==> config.mk <==
export PLATFORM = sky130hd
export DESIGN_NAME = parallel_program_host
export DESIGN_NICKNAME = d
export VERILOG_FILES = /design/src/pkg/ppp_pkg.sv /design/src/pkg/ppp_cmd_if.sv /design/src/rtl/ppp_regs.sv /design/src/rtl/parallel_program_host.sv
export SDC_FILE = /design/constraint.sdc
export NUM_CORES = 1
export LEC_CHECK = 0
export ABC_AREA = 1
export CAP_MARGIN = 20
export CORE_ASPECT_RATIO = 2
export CORE_MARGIN = 5
export CORE_UTILIZATION = 57
export CTS_CLUSTER_DIAMETER = 100
export DETAILED_ROUTE_END_ITERATION = 8
export DONT_BUFFER_PORTS = 1
export PLACE_DENSITY = 0.72
export SETUP_SLACK_MARGIN = 0.5
export SLEW_MARGIN = 20
export SYNTH_ARGS = -nofsm -noshare
export SYNTH_HDL_FRONTEND = slang
export SYNTH_SLANG_ARGS = --single-unit
export TNS_END_PERCENT = 1
==> constraint.sdc <==
create_clock -name i_clock -period 1.7 [get_ports i_clock]
set_input_delay 0.17 -clock i_clock [delete_from_list [all_inputs] [get_ports i_clock]]
set_output_delay 0.17 -clock i_clock [all_outputs]
set_load 0.05 [all_outputs]
==> src/pkg/ppp_pkg.sv <==
`default_nettype none
// ============================================================
// Constants for the parallel programming host
package ppp_pkg;

  // ==========================================================
  // Clock and pin timing
  localparam int CLK_MHZ         = 250;
  localparam int T_SETUP_NS      = 40;   // Pins settle before a pulse
  localparam int T_PULSE_NS      = 100;  // Strobe or write pulse width
  localparam int T_HOLD_NS       = 40;   // Pins held after a pulse
  localparam int T_ACCESS_NS     = 120;  // Output enable low to sample
  localparam int T_BUSY_GUARD_NS = 200;  // Wait for busy to appear

  // Least time in ns to whole cycles, rounded up, never below one
  function automatic int ns_to_cyc(input int ns);
    int c;
    c = (ns * CLK_MHZ + 999) / 1000;
    return (c < 1) ? 1 : c;
  endfunction

  localparam int SETUP_CYC  = ns_to_cyc(T_SETUP_NS);
  localparam int PULSE_CYC  = ns_to_cyc(T_PULSE_NS);
  localparam int HOLD_CYC   = ns_to_cyc(T_HOLD_NS);
  localparam int ACCESS_CYC = ns_to_cyc(T_ACCESS_NS);
  localparam int GUARD_CYC  = ns_to_cyc(T_BUSY_GUARD_NS);
  localparam int CNT_W      = 12;

  // ==========================================================
  // Register map of the host
  localparam int          ADDR_W     = 4;
  localparam logic [3:0]  REG_CTRL   = 4'h0;
  localparam logic [3:0]  REG_STATUS = 4'h4;
  localparam logic [31:0] CTRL_RESET = 32'h0000_0000;

  localparam int CTRL_OP_LSB   = 0;
  localparam int CTRL_XA_LSB   = 8;
  localparam int CTRL_BS1_BIT  = 12;
  localparam int CTRL_BS2_BIT  = 13;
  localparam int CTRL_DATA_LSB = 16;

  localparam int STAT_BUSY_BIT    = 0;
  localparam int STAT_READY_BIT   = 1;
  localparam int STAT_REFUSED_BIT = 2;
  localparam int STAT_RDATA_LSB   = 8;

  localparam logic [1:0] RESP_OKAY   = 2'h0;
  localparam logic [1:0] RESP_DECERR = 2'h3;

  // ==========================================================
  // Host operations
  typedef enum logic [2:0] {
    OP_LOAD    = 3'h0,
    OP_LATCH   = 3'h1,
    OP_PROGRAM = 3'h2,
    OP_READ    = 3'h3,
    OP_END     = 3'h4
  } op_t;

  // Action select codes on a crystal strobe
  localparam logic [1:0] XA_ADDR = 2'h0;
  localparam logic [1:0] XA_DATA = 2'h1;
  localparam logic [1:0] XA_CMD  = 2'h2;
  localparam logic [1:0] XA_IDLE = 2'h3;

  // Command bytes of the device
  localparam logic [7:0] CMD_NOP          = 8'h00;
  localparam logic [7:0] CMD_CHIP_ERASE   = 8'h80;
  localparam logic [7:0] CMD_WRITE_FUSE   = 8'h40;
  localparam logic [7:0] CMD_WRITE_LOCK   = 8'h20;
  localparam logic [7:0] CMD_WRITE_FLASH  = 8'h10;
  localparam logic [7:0] CMD_WRITE_EEPROM = 8'h11;
  localparam logic [7:0] CMD_READ_ID      = 8'h08;
  localparam logic [7:0] CMD_READ_FUSE    = 8'h04;
  localparam logic [7:0] CMD_READ_FLASH   = 8'h02;
  localparam logic [7:0] CMD_READ_EEPROM  = 8'h03;

  // ==========================================================
  // Pin sequencer states
  typedef enum logic [5:0] {
    S_IDLE  = 6'h01,
    S_READY = 6'h02,
    S_SETUP = 6'h04,
    S_PULSE = 6'h08,
    S_BUSY  = 6'h10,
    S_HOLD  = 6'h20
  } state_t;

endpackage
`default_nettype wire

==> src/pkg/ppp_cmd_if.sv <==
`timescale 1ns/1ps
`default_nettype none
// ============================================================
// Order and status between the register bank and the sequencer
interface ppp_cmd_if;
  logic             start;
  ppp_pkg::op_t     op;
  logic [1:0]       xa;
  logic             bs1;
  logic             bs2;
  logic [7:0]       data;
  logic             busy;
  logic             ready;
  logic [7:0]       rd_data;

  modport regs (output start, op, xa, bs1, bs2, data,
                input  busy, ready, rd_data);
  modport seq  (input  start, op, xa, bs1, bs2, data,
                output busy, ready, rd_data);
endinterface
`default_nettype wire

==> src/rtl/ppp_regs.sv <==
`timescale 1ns/1ps
`default_nettype none
// ============================================================
// AXI4-Lite register bank of the programming host
module ppp_regs (
  // Clock and reset
  input  wire logic                      i_clock,
  input  wire logic                      i_rst,
  // AXI4-Lite slave
  input  wire logic [ppp_pkg::ADDR_W-1:0] i_awaddr,
  input  wire logic                      i_awvalid,
  output logic                           o_awready,
  input  wire logic [31:0]               i_wdata,
  input  wire logic [3:0]                i_wstrb,
  input  wire logic                      i_wvalid,
  output logic                           o_wready,
  output logic [1:0]                     o_bresp,
  output logic                           o_bvalid,
  input  wire logic                      i_bready,
  input  wire logic [ppp_pkg::ADDR_W-1:0] i_araddr,
  input  wire logic                      i_arvalid,
  output logic                           o_arready,
  output logic [31:0]                    o_rdata,
  output logic [1:0]                     o_rresp,
  output logic                           o_rvalid,
  input  wire logic                      i_rready,
  // Orders to the sequencer
  ppp_cmd_if.regs                        cmd
);
  logic [ppp_pkg::ADDR_W-1:0] awaddr_q, awaddr_d;
  logic                       aw_have_q, aw_have_d, w_have_q, w_have_d;
  logic [31:0]                wdata_q, wdata_d, ctrl_q, ctrl_d;
  logic [3:0]                 wstrb_q, wstrb_d;
  logic                       bvalid_q, bvalid_d, rvalid_q, rvalid_d;
  logic [1:0]                 bresp_q, bresp_d, rresp_q, rresp_d;
  logic [31:0]                rdata_q, rdata_d;
  logic                       start_q, start_d, refused_q, refused_d;
  logic                       busy_all;
  logic                       awready_q, awready_d, wready_q, wready_d;
  logic                       arready_q, arready_d;

  // Status word as software sees it
  function automatic logic [31:0] status_word(input logic busy,
      input logic rdy, input logic refd, input logic [7:0] rd);
    logic [31:0] s;
    s = 32'h0000_0000;
    s[ppp_pkg::STAT_BUSY_BIT]    = busy;
    s[ppp_pkg::STAT_READY_BIT]   = rdy;
    s[ppp_pkg::STAT_REFUSED_BIT] = refd;
    s[ppp_pkg::STAT_RDATA_LSB +: 8] = rd;
    return s;
  endfunction

  assign busy_all = cmd.busy | start_q;

  // Next state of the bus slave and the control register
  always_comb begin
    awaddr_d  = awaddr_q;
    aw_have_d = aw_have_q;
    wdata_d   = wdata_q;
    wstrb_d   = wstrb_q;
    w_have_d  = w_have_q;
    bvalid_d  = bvalid_q;
    bresp_d   = bresp_q;
    rvalid_d  = rvalid_q;
    rresp_d   = rresp_q;
    rdata_d   = rdata_q;
    ctrl_d    = ctrl_q;
    start_d   = 1'b0;
    refused_d = refused_q;
    if (i_awvalid && o_awready) begin
      awaddr_d  = i_awaddr;
      aw_have_d = 1'b1;
    end
    if (i_wvalid && o_wready) begin
      wdata_d  = i_wdata;
      wstrb_d  = i_wstrb;
      w_have_d = 1'b1;
    end
    if (bvalid_q && i_bready) begin
      bvalid_d = 1'b0;
    end
    // Both halves held: perform the write
    if (aw_have_q && w_have_q && !bvalid_q) begin
      aw_have_d = 1'b0;
      w_have_d  = 1'b0;
      bvalid_d  = 1'b1;
      bresp_d   = ppp_pkg::RESP_OKAY;
      if (awaddr_q == ppp_pkg::REG_CTRL) begin
        if (busy_all) begin
          refused_d = 1'b1;
        end else begin
          for (int b = 0; b < 4; b++) begin
            if (wstrb_q[b]) begin
              ctrl_d[b*8 +: 8] = wdata_q[b*8 +: 8];
            end
          end
          start_d = wstrb_q[0];
        end
      end else if (awaddr_q == ppp_pkg::REG_STATUS) begin
        if (wstrb_q[0] && wdata_q[ppp_pkg::STAT_REFUSED_BIT]) begin
          refused_d = 1'b0;
        end
      end else begin
        bresp_d = ppp_pkg::RESP_DECERR;
      end
    end
    // A refusal in the clearing cycle is kept
    if (aw_have_q && w_have_q && !bvalid_q && busy_all &&
        awaddr_q == ppp_pkg::REG_CTRL) begin
      refused_d = 1'b1;
    end
    if (rvalid_q && i_rready) begin
      rvalid_d = 1'b0;
    end
    if (i_arvalid && o_arready) begin
      rvalid_d = 1'b1;
      rresp_d  = ppp_pkg::RESP_OKAY;
      case (i_araddr)
        ppp_pkg::REG_CTRL:   rdata_d = ctrl_q;
        ppp_pkg::REG_STATUS: rdata_d = status_word(busy_all, cmd.ready,
                                                   refused_q, cmd.rd_data);
        default: begin
          rdata_d = 32'h0000_0000;
          rresp_d = ppp_pkg::RESP_DECERR;
        end
      endcase
    end
    // Ready flags follow the held halves and the pending answers
    awready_d = !aw_have_d && !bvalid_d;
    wready_d  = !w_have_d && !bvalid_d;
    arready_d = !rvalid_d;
  end

  // Register the bus slave
  always_ff @(posedge i_clock) begin
    if (i_rst) begin
      awaddr_q  <= '0;
      aw_have_q <= 1'b0;
      wdata_q   <= 32'h0000_0000;
      wstrb_q   <= 4'h0;
      w_have_q  <= 1'b0;
      bvalid_q  <= 1'b0;
      bresp_q   <= ppp_pkg::RESP_OKAY;
      rvalid_q  <= 1'b0;
      rresp_q   <= ppp_pkg::RESP_OKAY;
      rdata_q   <= 32'h0000_0000;
      ctrl_q    <= ppp_pkg::CTRL_RESET;
      start_q   <= 1'b0;
      refused_q <= 1'b0;
      awready_q <= 1'b1;
      wready_q  <= 1'b1;
      arready_q <= 1'b1;
    end else begin
      awaddr_q  <= awaddr_d;
      aw_have_q <= aw_have_d;
      wdata_q   <= wdata_d;
      wstrb_q   <= wstrb_d;
      w_have_q  <= w_have_d;
      bvalid_q  <= bvalid_d;
      bresp_q   <= bresp_d;
      rvalid_q  <= rvalid_d;
      rresp_q   <= rresp_d;
      rdata_q   <= rdata_d;
      ctrl_q    <= ctrl_d;
      start_q   <= start_d;
      refused_q <= refused_d;
      awready_q <= awready_d;
      wready_q  <= wready_d;
      arready_q <= arready_d;
    end
  end

  // Bus outputs and the order fields
  assign o_awready = awready_q;
  assign o_wready  = wready_q;
  assign o_bvalid  = bvalid_q;
  assign o_bresp   = bresp_q;
  assign o_arready = arready_q;
  assign o_rvalid  = rvalid_q;
  assign o_rresp   = rresp_q;
  assign o_rdata   = rdata_q;
  assign cmd.start = start_q;
  assign cmd.op    = ppp_pkg::op_t'(ctrl_q[ppp_pkg::CTRL_OP_LSB +: 3]);
  assign cmd.xa    = ctrl_q[ppp_pkg::CTRL_XA_LSB +: 2];
  assign cmd.bs1   = ctrl_q[ppp_pkg::CTRL_BS1_BIT];
  assign cmd.bs2   = ctrl_q[ppp_pkg::CTRL_BS2_BIT];
  assign cmd.data  = ctrl_q[ppp_pkg::CTRL_DATA_LSB +: 8];
endmodule // ppp_regs
`default_nettype wire

==> src/rtl/parallel_program_host.sv <==
// Local design decisions: the AXI4-Lite register port and the register addresses.
`timescale 1ns/1ps
`default_nettype none
// ============================================================
// Host that drives the parallel programming port of the device

// Behaviour
// - Load data low: action select 01, byte on bus, positive crystal strobe.
// - Load data high: byte_select_1 high, action select 01, crystal strobe.
// - With byte_select_1 high, latch strobe copies data into the page buffer.
// - Load address high: action select 00, byte_select_1 high, crystal strobe.
// - Low program pulse writes the flash page; wait for ready high again.
// - Software repeats address, data, latch and program steps per page.
// - End page programming by loading command 0x00 with action select 10.
// - EEPROM write: command 0x11, address high, then address, data, latch.
// - EEPROM page: byte_select_1 low, program pulse, wait for ready.
// - Fuse write: command 0x40, data low, program pulse, wait for ready.
// - Fuse high: byte_select_1 1, byte_select_2 0 around the pulse.
// - Extended fuse: byte_select_1 0, byte_select_2 1 around the pulse.
module parallel_program_host #(
  parameter int SETUP_CYC  = ppp_pkg::SETUP_CYC,
  parameter int PULSE_CYC  = ppp_pkg::PULSE_CYC,
  parameter int HOLD_CYC   = ppp_pkg::HOLD_CYC,
  parameter int ACCESS_CYC = ppp_pkg::ACCESS_CYC,
  parameter int GUARD_CYC  = ppp_pkg::GUARD_CYC
) (
  // Clock and reset
  input  wire logic                       i_clock,
  input  wire logic                       i_rst,
  // AXI4-Lite slave
  input  wire logic [ppp_pkg::ADDR_W-1:0] i_awaddr,
  input  wire logic                       i_awvalid,
  output logic                            o_awready,
  input  wire logic [31:0]                i_wdata,
  input  wire logic [3:0]                 i_wstrb,
  input  wire logic                       i_wvalid,
  output logic                            o_wready,
  output logic [1:0]                      o_bresp,
  output logic                            o_bvalid,
  input  wire logic                       i_bready,
  input  wire logic [ppp_pkg::ADDR_W-1:0] i_araddr,
  input  wire logic                       i_arvalid,
  output logic                            o_arready,
  output logic [31:0]                     o_rdata,
  output logic [1:0]                      o_rresp,
  output logic                            o_rvalid,
  input  wire logic                       i_rready,
  // Device control pins
  output logic                            o_action_select_0,
  output logic                            o_action_select_1,
  output logic                            o_byte_select_1,
  output logic                            o_byte_select_2,
  output logic                            o_crystal_strobe,
  output logic                            o_buffer_latch_strobe,
  output logic                            o_program_pulse_n,
  output logic                            o_output_enable_n,
  input  wire logic                       i_ready_busy_n,
  // Two-way data bus
  input  wire logic [7:0]                 i_data,
  output logic [7:0]                      o_data,
  output logic                            o_data_oe
);
  // ==========================================================
  // Elaboration checks
  localparam int CMAX = (1 << ppp_pkg::CNT_W) - 1;
  if (SETUP_CYC < 1 || SETUP_CYC > CMAX || PULSE_CYC < 1 ||
      PULSE_CYC > CMAX || HOLD_CYC < 1 || HOLD_CYC > CMAX ||
      ACCESS_CYC < 3 || ACCESS_CYC > CMAX || GUARD_CYC < 1 ||
      GUARD_CYC > CMAX) begin : g_bad_timing
    $error("parallel_program_host: timing count out of range");
  end

  // ==========================================================
  // Register bank
  ppp_cmd_if cmd ();

  ppp_regs u_regs (
    .i_clock   (i_clock),
    .i_rst     (i_rst),
    .i_awaddr  (i_awaddr),
    .i_awvalid (i_awvalid),
    .o_awready (o_awready),
    .i_wdata   (i_wdata),
    .i_wstrb   (i_wstrb),
    .i_wvalid  (i_wvalid),
    .o_wready  (o_wready),
    .o_bresp   (o_bresp),
    .o_bvalid  (o_bvalid),
    .i_bready  (i_bready),
    .i_araddr  (i_araddr),
    .i_arvalid (i_arvalid),
    .o_arready (o_arready),
    .o_rdata   (o_rdata),
    .o_rresp   (o_rresp),
    .o_rvalid  (o_rvalid),
    .i_rready  (i_rready),
    .cmd       (cmd.regs)
  );

  // ==========================================================
  // Pin input synchronisers
  logic       rdy_meta_q, rdy_sync_q;
  logic [7:0] dat_meta_q, dat_sync_q;

  // Two flops on the ready line and the data bus
  always_ff @(posedge i_clock) begin
    if (i_rst) begin
      rdy_meta_q <= 1'b0;
      rdy_sync_q <= 1'b0;
      dat_meta_q <= 8'h00;
      dat_sync_q <= 8'h00;
    end else begin
      rdy_meta_q <= i_ready_busy_n;
      rdy_sync_q <= rdy_meta_q;
      dat_meta_q <= i_data;
      dat_sync_q <= dat_meta_q;
    end
  end

  // ==========================================================
  // Pin sequencer
  ppp_pkg::state_t            state_q, state_d;
  ppp_pkg::op_t               op_q, op_d;
  logic [ppp_pkg::CNT_W-1:0]  cnt_q, cnt_d;
  logic [1:0]                 xa_q, xa_d;
  logic                       bs1_q, bs1_d, bs2_q, bs2_d;
  logic                       xs_q, xs_d, ls_q, ls_d, pp_n_q, pp_n_d;
  logic                       oe_n_q, oe_n_d, doe_q, doe_d;
  logic [7:0]                 dout_q, dout_d, rd_q, rd_d;

  // Count load for a cycle figure
  function automatic logic [ppp_pkg::CNT_W-1:0] cload(input int cyc);
    return ppp_pkg::CNT_W'(cyc - 1);
  endfunction

  // Next pin state and sequencing
  always_comb begin
    state_d = state_q;
    op_d    = op_q;
    cnt_d   = cnt_q;
    xa_d    = xa_q;
    bs1_d   = bs1_q;
    bs2_d   = bs2_q;
    xs_d    = xs_q;
    ls_d    = ls_q;
    pp_n_d  = pp_n_q;
    oe_n_d  = oe_n_q;
    doe_d   = doe_q;
    dout_d  = dout_q;
    rd_d    = rd_q;
    case (state_q)
      ppp_pkg::S_IDLE: begin
        if (cmd.start) begin
          op_d    = cmd.op;
          bs1_d   = cmd.bs1;
          bs2_d   = cmd.bs2;
          xa_d    = cmd.xa;
          dout_d  = cmd.data;
          doe_d   = 1'b0;
          state_d = ppp_pkg::S_READY;
          case (cmd.op)
            ppp_pkg::OP_LOAD:  doe_d = 1'b1;
            ppp_pkg::OP_LATCH: bs1_d = 1'b1;
            ppp_pkg::OP_END: begin
              xa_d   = ppp_pkg::XA_CMD;
              dout_d = ppp_pkg::CMD_NOP;
              doe_d  = 1'b1;
            end
            ppp_pkg::OP_PROGRAM, ppp_pkg::OP_READ: ;
            default: state_d = ppp_pkg::S_IDLE;
          endcase
          if (cmd.op != ppp_pkg::OP_LOAD && cmd.op != ppp_pkg::OP_END) begin
            xa_d = ppp_pkg::XA_IDLE;
          end
        end
      end
      ppp_pkg::S_READY: begin
        // Wait for the device to be ready before any pulse
        if (rdy_sync_q) begin
          if (op_q == ppp_pkg::OP_READ) begin
            oe_n_d = 1'b0;
            cnt_d  = cload(ACCESS_CYC);
          end else begin
            cnt_d  = cload(SETUP_CYC);
          end
          state_d = ppp_pkg::S_SETUP;
        end
      end
      ppp_pkg::S_SETUP: begin
        if (cnt_q != '0) begin
          cnt_d = cnt_q - 1'b1;
        end else if (op_q == ppp_pkg::OP_READ) begin
          rd_d    = dat_sync_q;
          oe_n_d  = 1'b1;
          cnt_d   = cload(HOLD_CYC);
          state_d = ppp_pkg::S_HOLD;
        end else begin
          case (op_q)
            ppp_pkg::OP_LATCH:   ls_d   = 1'b1;
            ppp_pkg::OP_PROGRAM: pp_n_d = 1'b0;
            default:             xs_d   = 1'b1;
          endcase
          cnt_d   = cload(PULSE_CYC);
          state_d = ppp_pkg::S_PULSE;
        end
      end
      ppp_pkg::S_PULSE: begin
        if (cnt_q != '0) begin
          cnt_d = cnt_q - 1'b1;
        end else begin
          xs_d   = 1'b0;
          ls_d   = 1'b0;
          pp_n_d = 1'b1;
          if (op_q == ppp_pkg::OP_PROGRAM) begin
            cnt_d   = cload(GUARD_CYC);
            state_d = ppp_pkg::S_BUSY;
          end else begin
            cnt_d   = cload(HOLD_CYC);
            state_d = ppp_pkg::S_HOLD;
          end
        end
      end
      ppp_pkg::S_BUSY: begin
        // Let busy show, then wait until the page is written
        if (cnt_q != '0) begin
          cnt_d = cnt_q - 1'b1;
        end else if (rdy_sync_q) begin
          cnt_d   = cload(HOLD_CYC);
          state_d = ppp_pkg::S_HOLD;
        end
      end
      ppp_pkg::S_HOLD: begin
        if (cnt_q != '0) begin
          cnt_d = cnt_q - 1'b1;
        end else begin
          doe_d   = 1'b0;
          state_d = ppp_pkg::S_IDLE;
        end
      end
      default: state_d = ppp_pkg::S_IDLE;
    endcase
  end

  // Register the sequencer and every pin
  always_ff @(posedge i_clock) begin
    if (i_rst) begin
      state_q <= ppp_pkg::S_IDLE;
      op_q    <= ppp_pkg::OP_LOAD;
      cnt_q   <= '0;
      xa_q    <= ppp_pkg::XA_IDLE;
      bs1_q   <= 1'b0;
      bs2_q   <= 1'b0;
      xs_q    <= 1'b0;
      ls_q    <= 1'b0;
      pp_n_q  <= 1'b1;
      oe_n_q  <= 1'b1;
      doe_q   <= 1'b0;
      dout_q  <= 8'h00;
      rd_q    <= 8'h00;
    end else begin
      state_q <= state_d;
      op_q    <= op_d;
      cnt_q   <= cnt_d;
      xa_q    <= xa_d;
      bs1_q   <= bs1_d;
      bs2_q   <= bs2_d;
      xs_q    <= xs_d;
      ls_q    <= ls_d;
      pp_n_q  <= pp_n_d;
      oe_n_q  <= oe_n_d;
      doe_q   <= doe_d;
      dout_q  <= dout_d;
      rd_q    <= rd_d;
    end
  end

  // Status back to the register bank
  assign cmd.busy    = (state_q != ppp_pkg::S_IDLE);
  assign cmd.ready   = rdy_sync_q;
  assign cmd.rd_data = rd_q;

  // Pins straight from flops
  assign o_action_select_0     = xa_q[0];
  assign o_action_select_1     = xa_q[1];
  assign o_byte_select_1       = bs1_q;
  assign o_byte_select_2       = bs2_q;
  assign o_crystal_strobe      = xs_q;
  assign o_buffer_latch_strobe = ls_q;
  assign o_program_pulse_n     = pp_n_q;
  assign o_output_enable_n     = oe_n_q;
  assign o_data                = dout_q;
  assign o_data_oe             = doe_q;
endmodule // parallel_program_host
`default_nettype wire

==> results of run 1 <==
stage by stage:
stage	util [%]	hold slack, ps
6_report	73.7	-179
5_1_grt	73.7	-204
4_1_cts	73.2	-196
3_5_place_dp	62.5	249
3_3_place_gp	62.5	248
2_1_floorplan	-	277
cell families after synthesis:
kind of cell,Yosys count
compound gates,172
xor+xnor,4
fa+ha+maj,2
buf+inv,142
flops,179
simple gates,485
path summary, 6_finish.rpt:
kind,start,endpoint,slack (ps),cells after the start
max,cnt_q[2],cnt_q[3],130,11
max reg2reg,cnt_q[2],cnt_q[3],130,11
min,i_rst,u_regs.o_rdata[30],-180,1
min reg2reg,cmd.rd_data[7],cmd.rd_data[7],460,2
power breakdown:
group	switching (uW)	total, uW	internal (uW)
combinational	2880	4670	1780
clock	1790	4030	2240
sequential	262	4790	4530
cells in the mapped netlist (3+ instances only):
master	n
inv_2	5
a22oi_1	5
nor2_1	212
a31oi_1	4
nand4_1	34
a21oi_1	78
xor2_1	3
nand2_1	165
buf_2	6
nand3_1	54
inv_1	86
dfxtp_1	179
buf_1	4
o21ai_1	7
o21ai_0	73
nand2_2	3
nor2_4	4
buf_4	6
clkbuf_1	30
nand3_2	3
worst max-delay path, delay by kind of cell, from the launching register on:
| family | cells | cell delay [ps] |
|---|---|---|
| and+or+nand+nor | 10 | 1020 |
| DFF | 1 | 340 |
| buffers and inverters | 1 | 110 |
metal layers:
metal	GRT usage, %	share of wire, %
met5	0	0
met4	17.2	5.1
met3	5.46	4.8
met2	56.5	57
met1	27.6	33
final cells by class:
type                    instances  area, sq um
diodes                          1         2.50
clock buffers                  17          425
clock inverters                15          188
fillers                       979         3280
inverters                      94          363
multi-input cells             663         3150
flip-flops and latches        179         3600
well taps                     150          188
repair buffers                148         1280
repair inverters                1         5.00
sequential cells by signal, summed over array words and instances, names as in the netlist, 4 cells and up:
signal           count
u_regs.ctrl_q       32
u_regs.o_rdata      32
u_regs.wdata_q      32
cnt_q               12
cmd.rd_data          8
dat_meta_q           8
dat_sync_q           8
o_data               8
state_q              6
u_regs.awaddr_q      4
u_regs.wstrb_q       4
what timing repair did:
action | CTS | global route
setup endpoints to repair | 147 | 183
setup buffers | 4 | 2
pin swaps | 7 | 4
cloned | 3 | 0
endpoints found under the hold margin | 131 | 74
resized for setup | 33 | 15
==> reports/metrics.cfg, run 1 <==
[status]
status = finished with violations
violations = negative hold slack

[timing]
hold_viol_final = 74
slew_viol_final = 0
rsz0062_at_grt = true
final.setup.tns_ps = 0
post-route-period-util_pct = 92.5
finalWorstSetupSlack_ps = 127
holdWs_ps = -179
setup_violations = 0
fmax_ghz = 0.636
clock_skew_ps = 10.5
post-route-min-period_ps = 1570
slew_headroom_pct = 62.8
tightest_slew_ps = 557

[finish]
fin_nets = 1166
layout_commonest_cell = nor2_1
syn2layout_area_growth_pct = 28.2
layout_common_cells = 199 x nor2_1, 166 x dfxtp_1, 158 x nand2_1
finalInstanceArea_sq_um = 9200
drive_above_1_share_pct = 17.1
finalNonFillerCells = 1268

[clock_network]
clk_pin_slew_ps = 70
h-tree-depth = 4
clock_path_buffers = 2
cts_tree = done
cts_made_buffers = 17
hold_buffers = 58
root_buffer = clkbuf_16
worstSkewPairLatency_ps = 420
cts_sinks = 179

[critical_path]
critical_path_class = register to register
critPathSlowestCell = dfxtp_2
cp-start-kind = register
crit_path_cell_trace = nor2_2, buf_4, nand2_1, nor2_2, nand2_2, nand2_1, nand3_1, nand2_1, nand2_1, nor2_2, nor2_1
arrival_ps = 1890
max_stage_delay_ps = 340
crit_path_frequent_cell = nand2_1
crit_path_end_kind = register
required_ps = 2020
worst-path-max-fanout = 4

[pwr]
vdd_drop_max_uv = 1550
power_density_nw_per_um2 = 1470
cellLeakagePower_uw = 0.00407
totalPowerFinal_uw = 13500

[detailed_routing]
drtIter0Drc = 346
vias = 7019
ant_nets = 0
wl_per_cell_microns = 16.9
viasPerCell = 5.54
drcViolationCount = 0
dr.pass1.iters = 5
routed_wirelength_microns = 21500

[logic_synthesis]
synth_top_family_by_area = simple AND/OR/NAND/NOR gates
synth_top_area_share_pct = 49.9
synthesis.nets = 1046
avgSynthCellArea_sq_um = 7.29
synthDistinctLibCells = 36
synth_fa_ha_area_share_pct = 0.349
yosysTopAreaCell = dfxtp_1
synth-seq-cells = 179
ys_warn_count = 0
muxShareOfSynthArea_pct = 0
synthXorXnorAreaFrac_pct = 0.488
synth_edf_count = 0
async_reset_ff_share_pct = 0
seq_area_frac_synth_pct = 49.9
synth_area_sq_um = 7180
synth_area_leaders = dfxtp_1 50%, nor2_1 11%, nand2_1 8.6%
synthCells = 984
ys.flop_type = dfxtp_1
synth_compound_area_share_pct = 12.4
synthSimpleGateAreaFrac_pct = 28.8

[floorplanning]
dieHeight_microns = 169
io_pins = 118
start_util_pct = 57.5
dieWidth_microns = 89.4
dieArea_sq_um = 15100
fp-row-count = 58
core_area_sq_um = 12500

[global_routing]
grt_overflow_total = 0
track_usage_pct = 29.7
antenna_found_initial = 1
grt_first_pass_wirelength_microns = 34400
grt_max_degree = 91
grt_pass1_vias = 7176

[placed_design]
io_buffers = 0
dp_hpwl_microns = 14700
place_congestion = 0.963
dpl_cell_area_sq_um = 7800
dp_cells = 1168
pre_cts_ws_ps = -36.4

[hold_path]
hold_class = input port to register

[job]
cap_violations = 0

(Power assumes the default switching activity.)
==> run 2, diff against run 1 <==
--- a/config.mk
+++ b/config.mk
@@ -7,13 +7,15 @@
 export LEC_CHECK = 0
 export ABC_AREA = 1
 export CAP_MARGIN = 20
+export CELL_PAD_IN_SITES_DETAIL_PLACEMENT = 1
+export CELL_PAD_IN_SITES_GLOBAL_PLACEMENT = 1
 export CORE_ASPECT_RATIO = 2
 export CORE_MARGIN = 5
-export CORE_UTILIZATION = 57
+export CORE_UTILIZATION = 45
 export CTS_CLUSTER_DIAMETER = 100
 export DETAILED_ROUTE_END_ITERATION = 8
 export DONT_BUFFER_PORTS = 1
-export PLACE_DENSITY = 0.72
+export PLACE_DENSITY_LB_ADDON = 0.1
 export SETUP_SLACK_MARGIN = 0.5
 export SLEW_MARGIN = 20
 export SYNTH_ARGS = -nofsm -noshare
==> reports/metrics.cfg, run 2 (synthesis results as in run 1) <==
[hold_path]
hold_class = input port to register
hold_end = u_regs.o_bvalid
worstHoldStart = i_rst
holdPathStages = 1  ; unchanged

[pwr]
vdd_drop_max_uv = 849  ; -45%
power_density_nw_per_um2 = 1530  ; +4.5%
totalPowerFinal_uw = 14700  ; +8.8%
cellLeakagePower_uw = 0.00418  ; +2.7%

[critical_path]
r2r-start = state_q[2]
r2r_slack_ps = 40  ; -90 ps
cp-start-kind = register
critical_path_class = register to register
max_stage_delay_ps = 360  ; +20 ps
arrival_ps = 1990  ; +100 ps
worst-path-max-fanout = 6  ; +2
reg2reg_to = cnt_q[2]
required_ps = 2030  ; about the same
critPathSlowestCell = dfxtp_4
crit_path_cell_trace = nor2_4, buf_6, buf_6, nand4_1, nor2_2, nor2_4, nand2_2, buf_6, nand2_2, nand2_2, nor2_2
r2r_cells = 11  ; unchanged
crit_path_end_kind = register

[timing]
hold_viol_final = 66  ; -11%
post-route-min-period_ps = 1660  ; +91.5 ps
finalWorstSetupSlack_ps = 35.3  ; -91.5 ps
final.setup.tns_ps = 0  ; unchanged
setup_violations = 0  ; unchanged
clock_skew_ps = 11.9  ; +1.45 ps
holdWs_ps = -158  ; +20.7 ps
slew_viol_final = 0  ; unchanged
rsz0062_at_grt = true
fmax_ghz = 0.601  ; -5.5%
slew_headroom_pct = 60.4  ; -2.4 points
tightest_slew_ps = 593  ; +36.1 ps
post-route-period-util_pct = 97.9  ; +5.4 points

[detailed_routing]
wl_per_cell_microns = 22.8  ; +35%
dr.pass1.iters = 5  ; unchanged
viasPerCell = 5.62  ; +1.5%
vias = 7491  ; +6.7%
ant_nets = 0  ; unchanged
drcViolationCount = 0  ; unchanged
drtIter0Drc = 445  ; +29%
routed_wirelength_microns = 30400  ; +42%

[finish]
syn2layout_area_growth_pct = 33.5
nFillCells = 1940  ; +98%
drive_above_1_share_pct = 19.5  ; +2.4 points
diodes = 0  ; -1
layout_common_cells = 195 x nor2_1, 166 x dfxtp_1, 154 x nand2_1
finalNonFillerCells = 1333  ; +5.1%
layout_commonest_cell = nor2_1
seqCellArea_sq_um = 3610  ; +0.21%
fin_nets = 1181  ; +1.3%
multiInputGateArea_sq_um = 3270  ; +3.7%

[status]
violations = negative hold slack
status = finished with violations

[clock_network]
hold_buffers = 60  ; +3.4%
root_buffer = clkbuf_16
h-tree-depth = 4  ; unchanged
cts_made_buffers = 17  ; unchanged
cts_sinks = 179  ; unchanged
worstSkewPairLatency_ps = 430  ; about the same
cts_tree = done
clk_pin_slew_ps = 70  ; about the same
clock_path_buffers = 2  ; unchanged

[global_routing]
grt_pass1_vias = 8065  ; +12%
grt_max_degree = 91  ; unchanged
grt_first_pass_wirelength_microns = 45800  ; +33%
grt_overflow_total = 0  ; unchanged
track_usage_pct = 31.9  ; +2.2 points
antenna_found_initial = 0  ; -1

[floorplanning]
dieWidth_microns = 99.3  ; +11%
core_area_sq_um = 15800  ; +26%
fp-row-count = 65  ; +12%
io_pins = 118  ; unchanged
start_util_pct = 45.5  ; -12 points
dieHeight_microns = 189  ; +12%
dieArea_sq_um = 18700  ; +24%

[placed_design]
io_buffers = 0  ; unchanged
dp_hpwl_microns = 19500  ; +32%
pre_cts_ws_ps = -137  ; -100 ps
dp_cells = 1229  ; +5.2%
place_congestion = 0.916  ; -4.9%

[job]
cap_violations = 0  ; unchanged

-- run 2: worst max-delay path, delay by kind of cell, from the launching register on --
| kind | cells | cell delay, ps |
|---|---|---|
| simple gates | 8 | 850 |
| buf+inv | 3 | 350 |
| flops | 1 | 360 |
-- run 2: worst max-delay path by stage --
stage,start,endpoint,slack [ps],cells after the start
floorplan,cnt_q[0],cnt_q[5],260,12
global placement,state_q[5],cnt_q[5],-150,8
detailed placement,state_q[5],cnt_q[5],-140,8
CTS,state_q[3],u_regs.ctrl_q[22],110,8
global route,state_q[2],cnt_q[3],-30,11
finish,state_q[2],cnt_q[2],40,11
-- run 2: final cells by class --
cell class,instances,area share (%)
Sequential cell,179,37.6
Inverter,94,3.90
Tap cell,201,2.62
Multi-Input combinational cell,664,34.1
Clock inverter,13,1.80
Clock buffer,19,4.62
Timing Repair Buffer,163,15.3
-- run 2: report_power, final --
part	switching, uW	internal (uW)
sequential	319	4540
clock	1810	2390
combinational	3370	2260
total	5500	9190
-- run 2: stage by stage --
stage	hold WS, ps	util [%]	instance area, sq um
floorplan	277	-	7220
finish	-158	60.7	9580
global placement	249	50.5	7970
detailed placement	253	50.5	7970
CTS	-199	59.4	9380
global route	-188	60.7	9580
-- run 2: routing by layer --
metal | vias up | GRT usage (%) | wire, microns
li1 | 3436 | - | -
met1 | 3695 | 29.3 | 9820
met2 | 275 | 64.6 | 18000
met3 | 85 | 4.22 | 1100
met4 | 0 | 16.8 | 1550
met5 | - | 0 | 0
-- run 2: timing repair --
action                                  in CTS  in global routing
buffers inserted                             2                  7
hold endpoints to repair                   130                 69
resized for setup                           49                 45
cloned                                       1                  2
endpoints found under the setup margin     148                184
pin swaps                                    6                 16
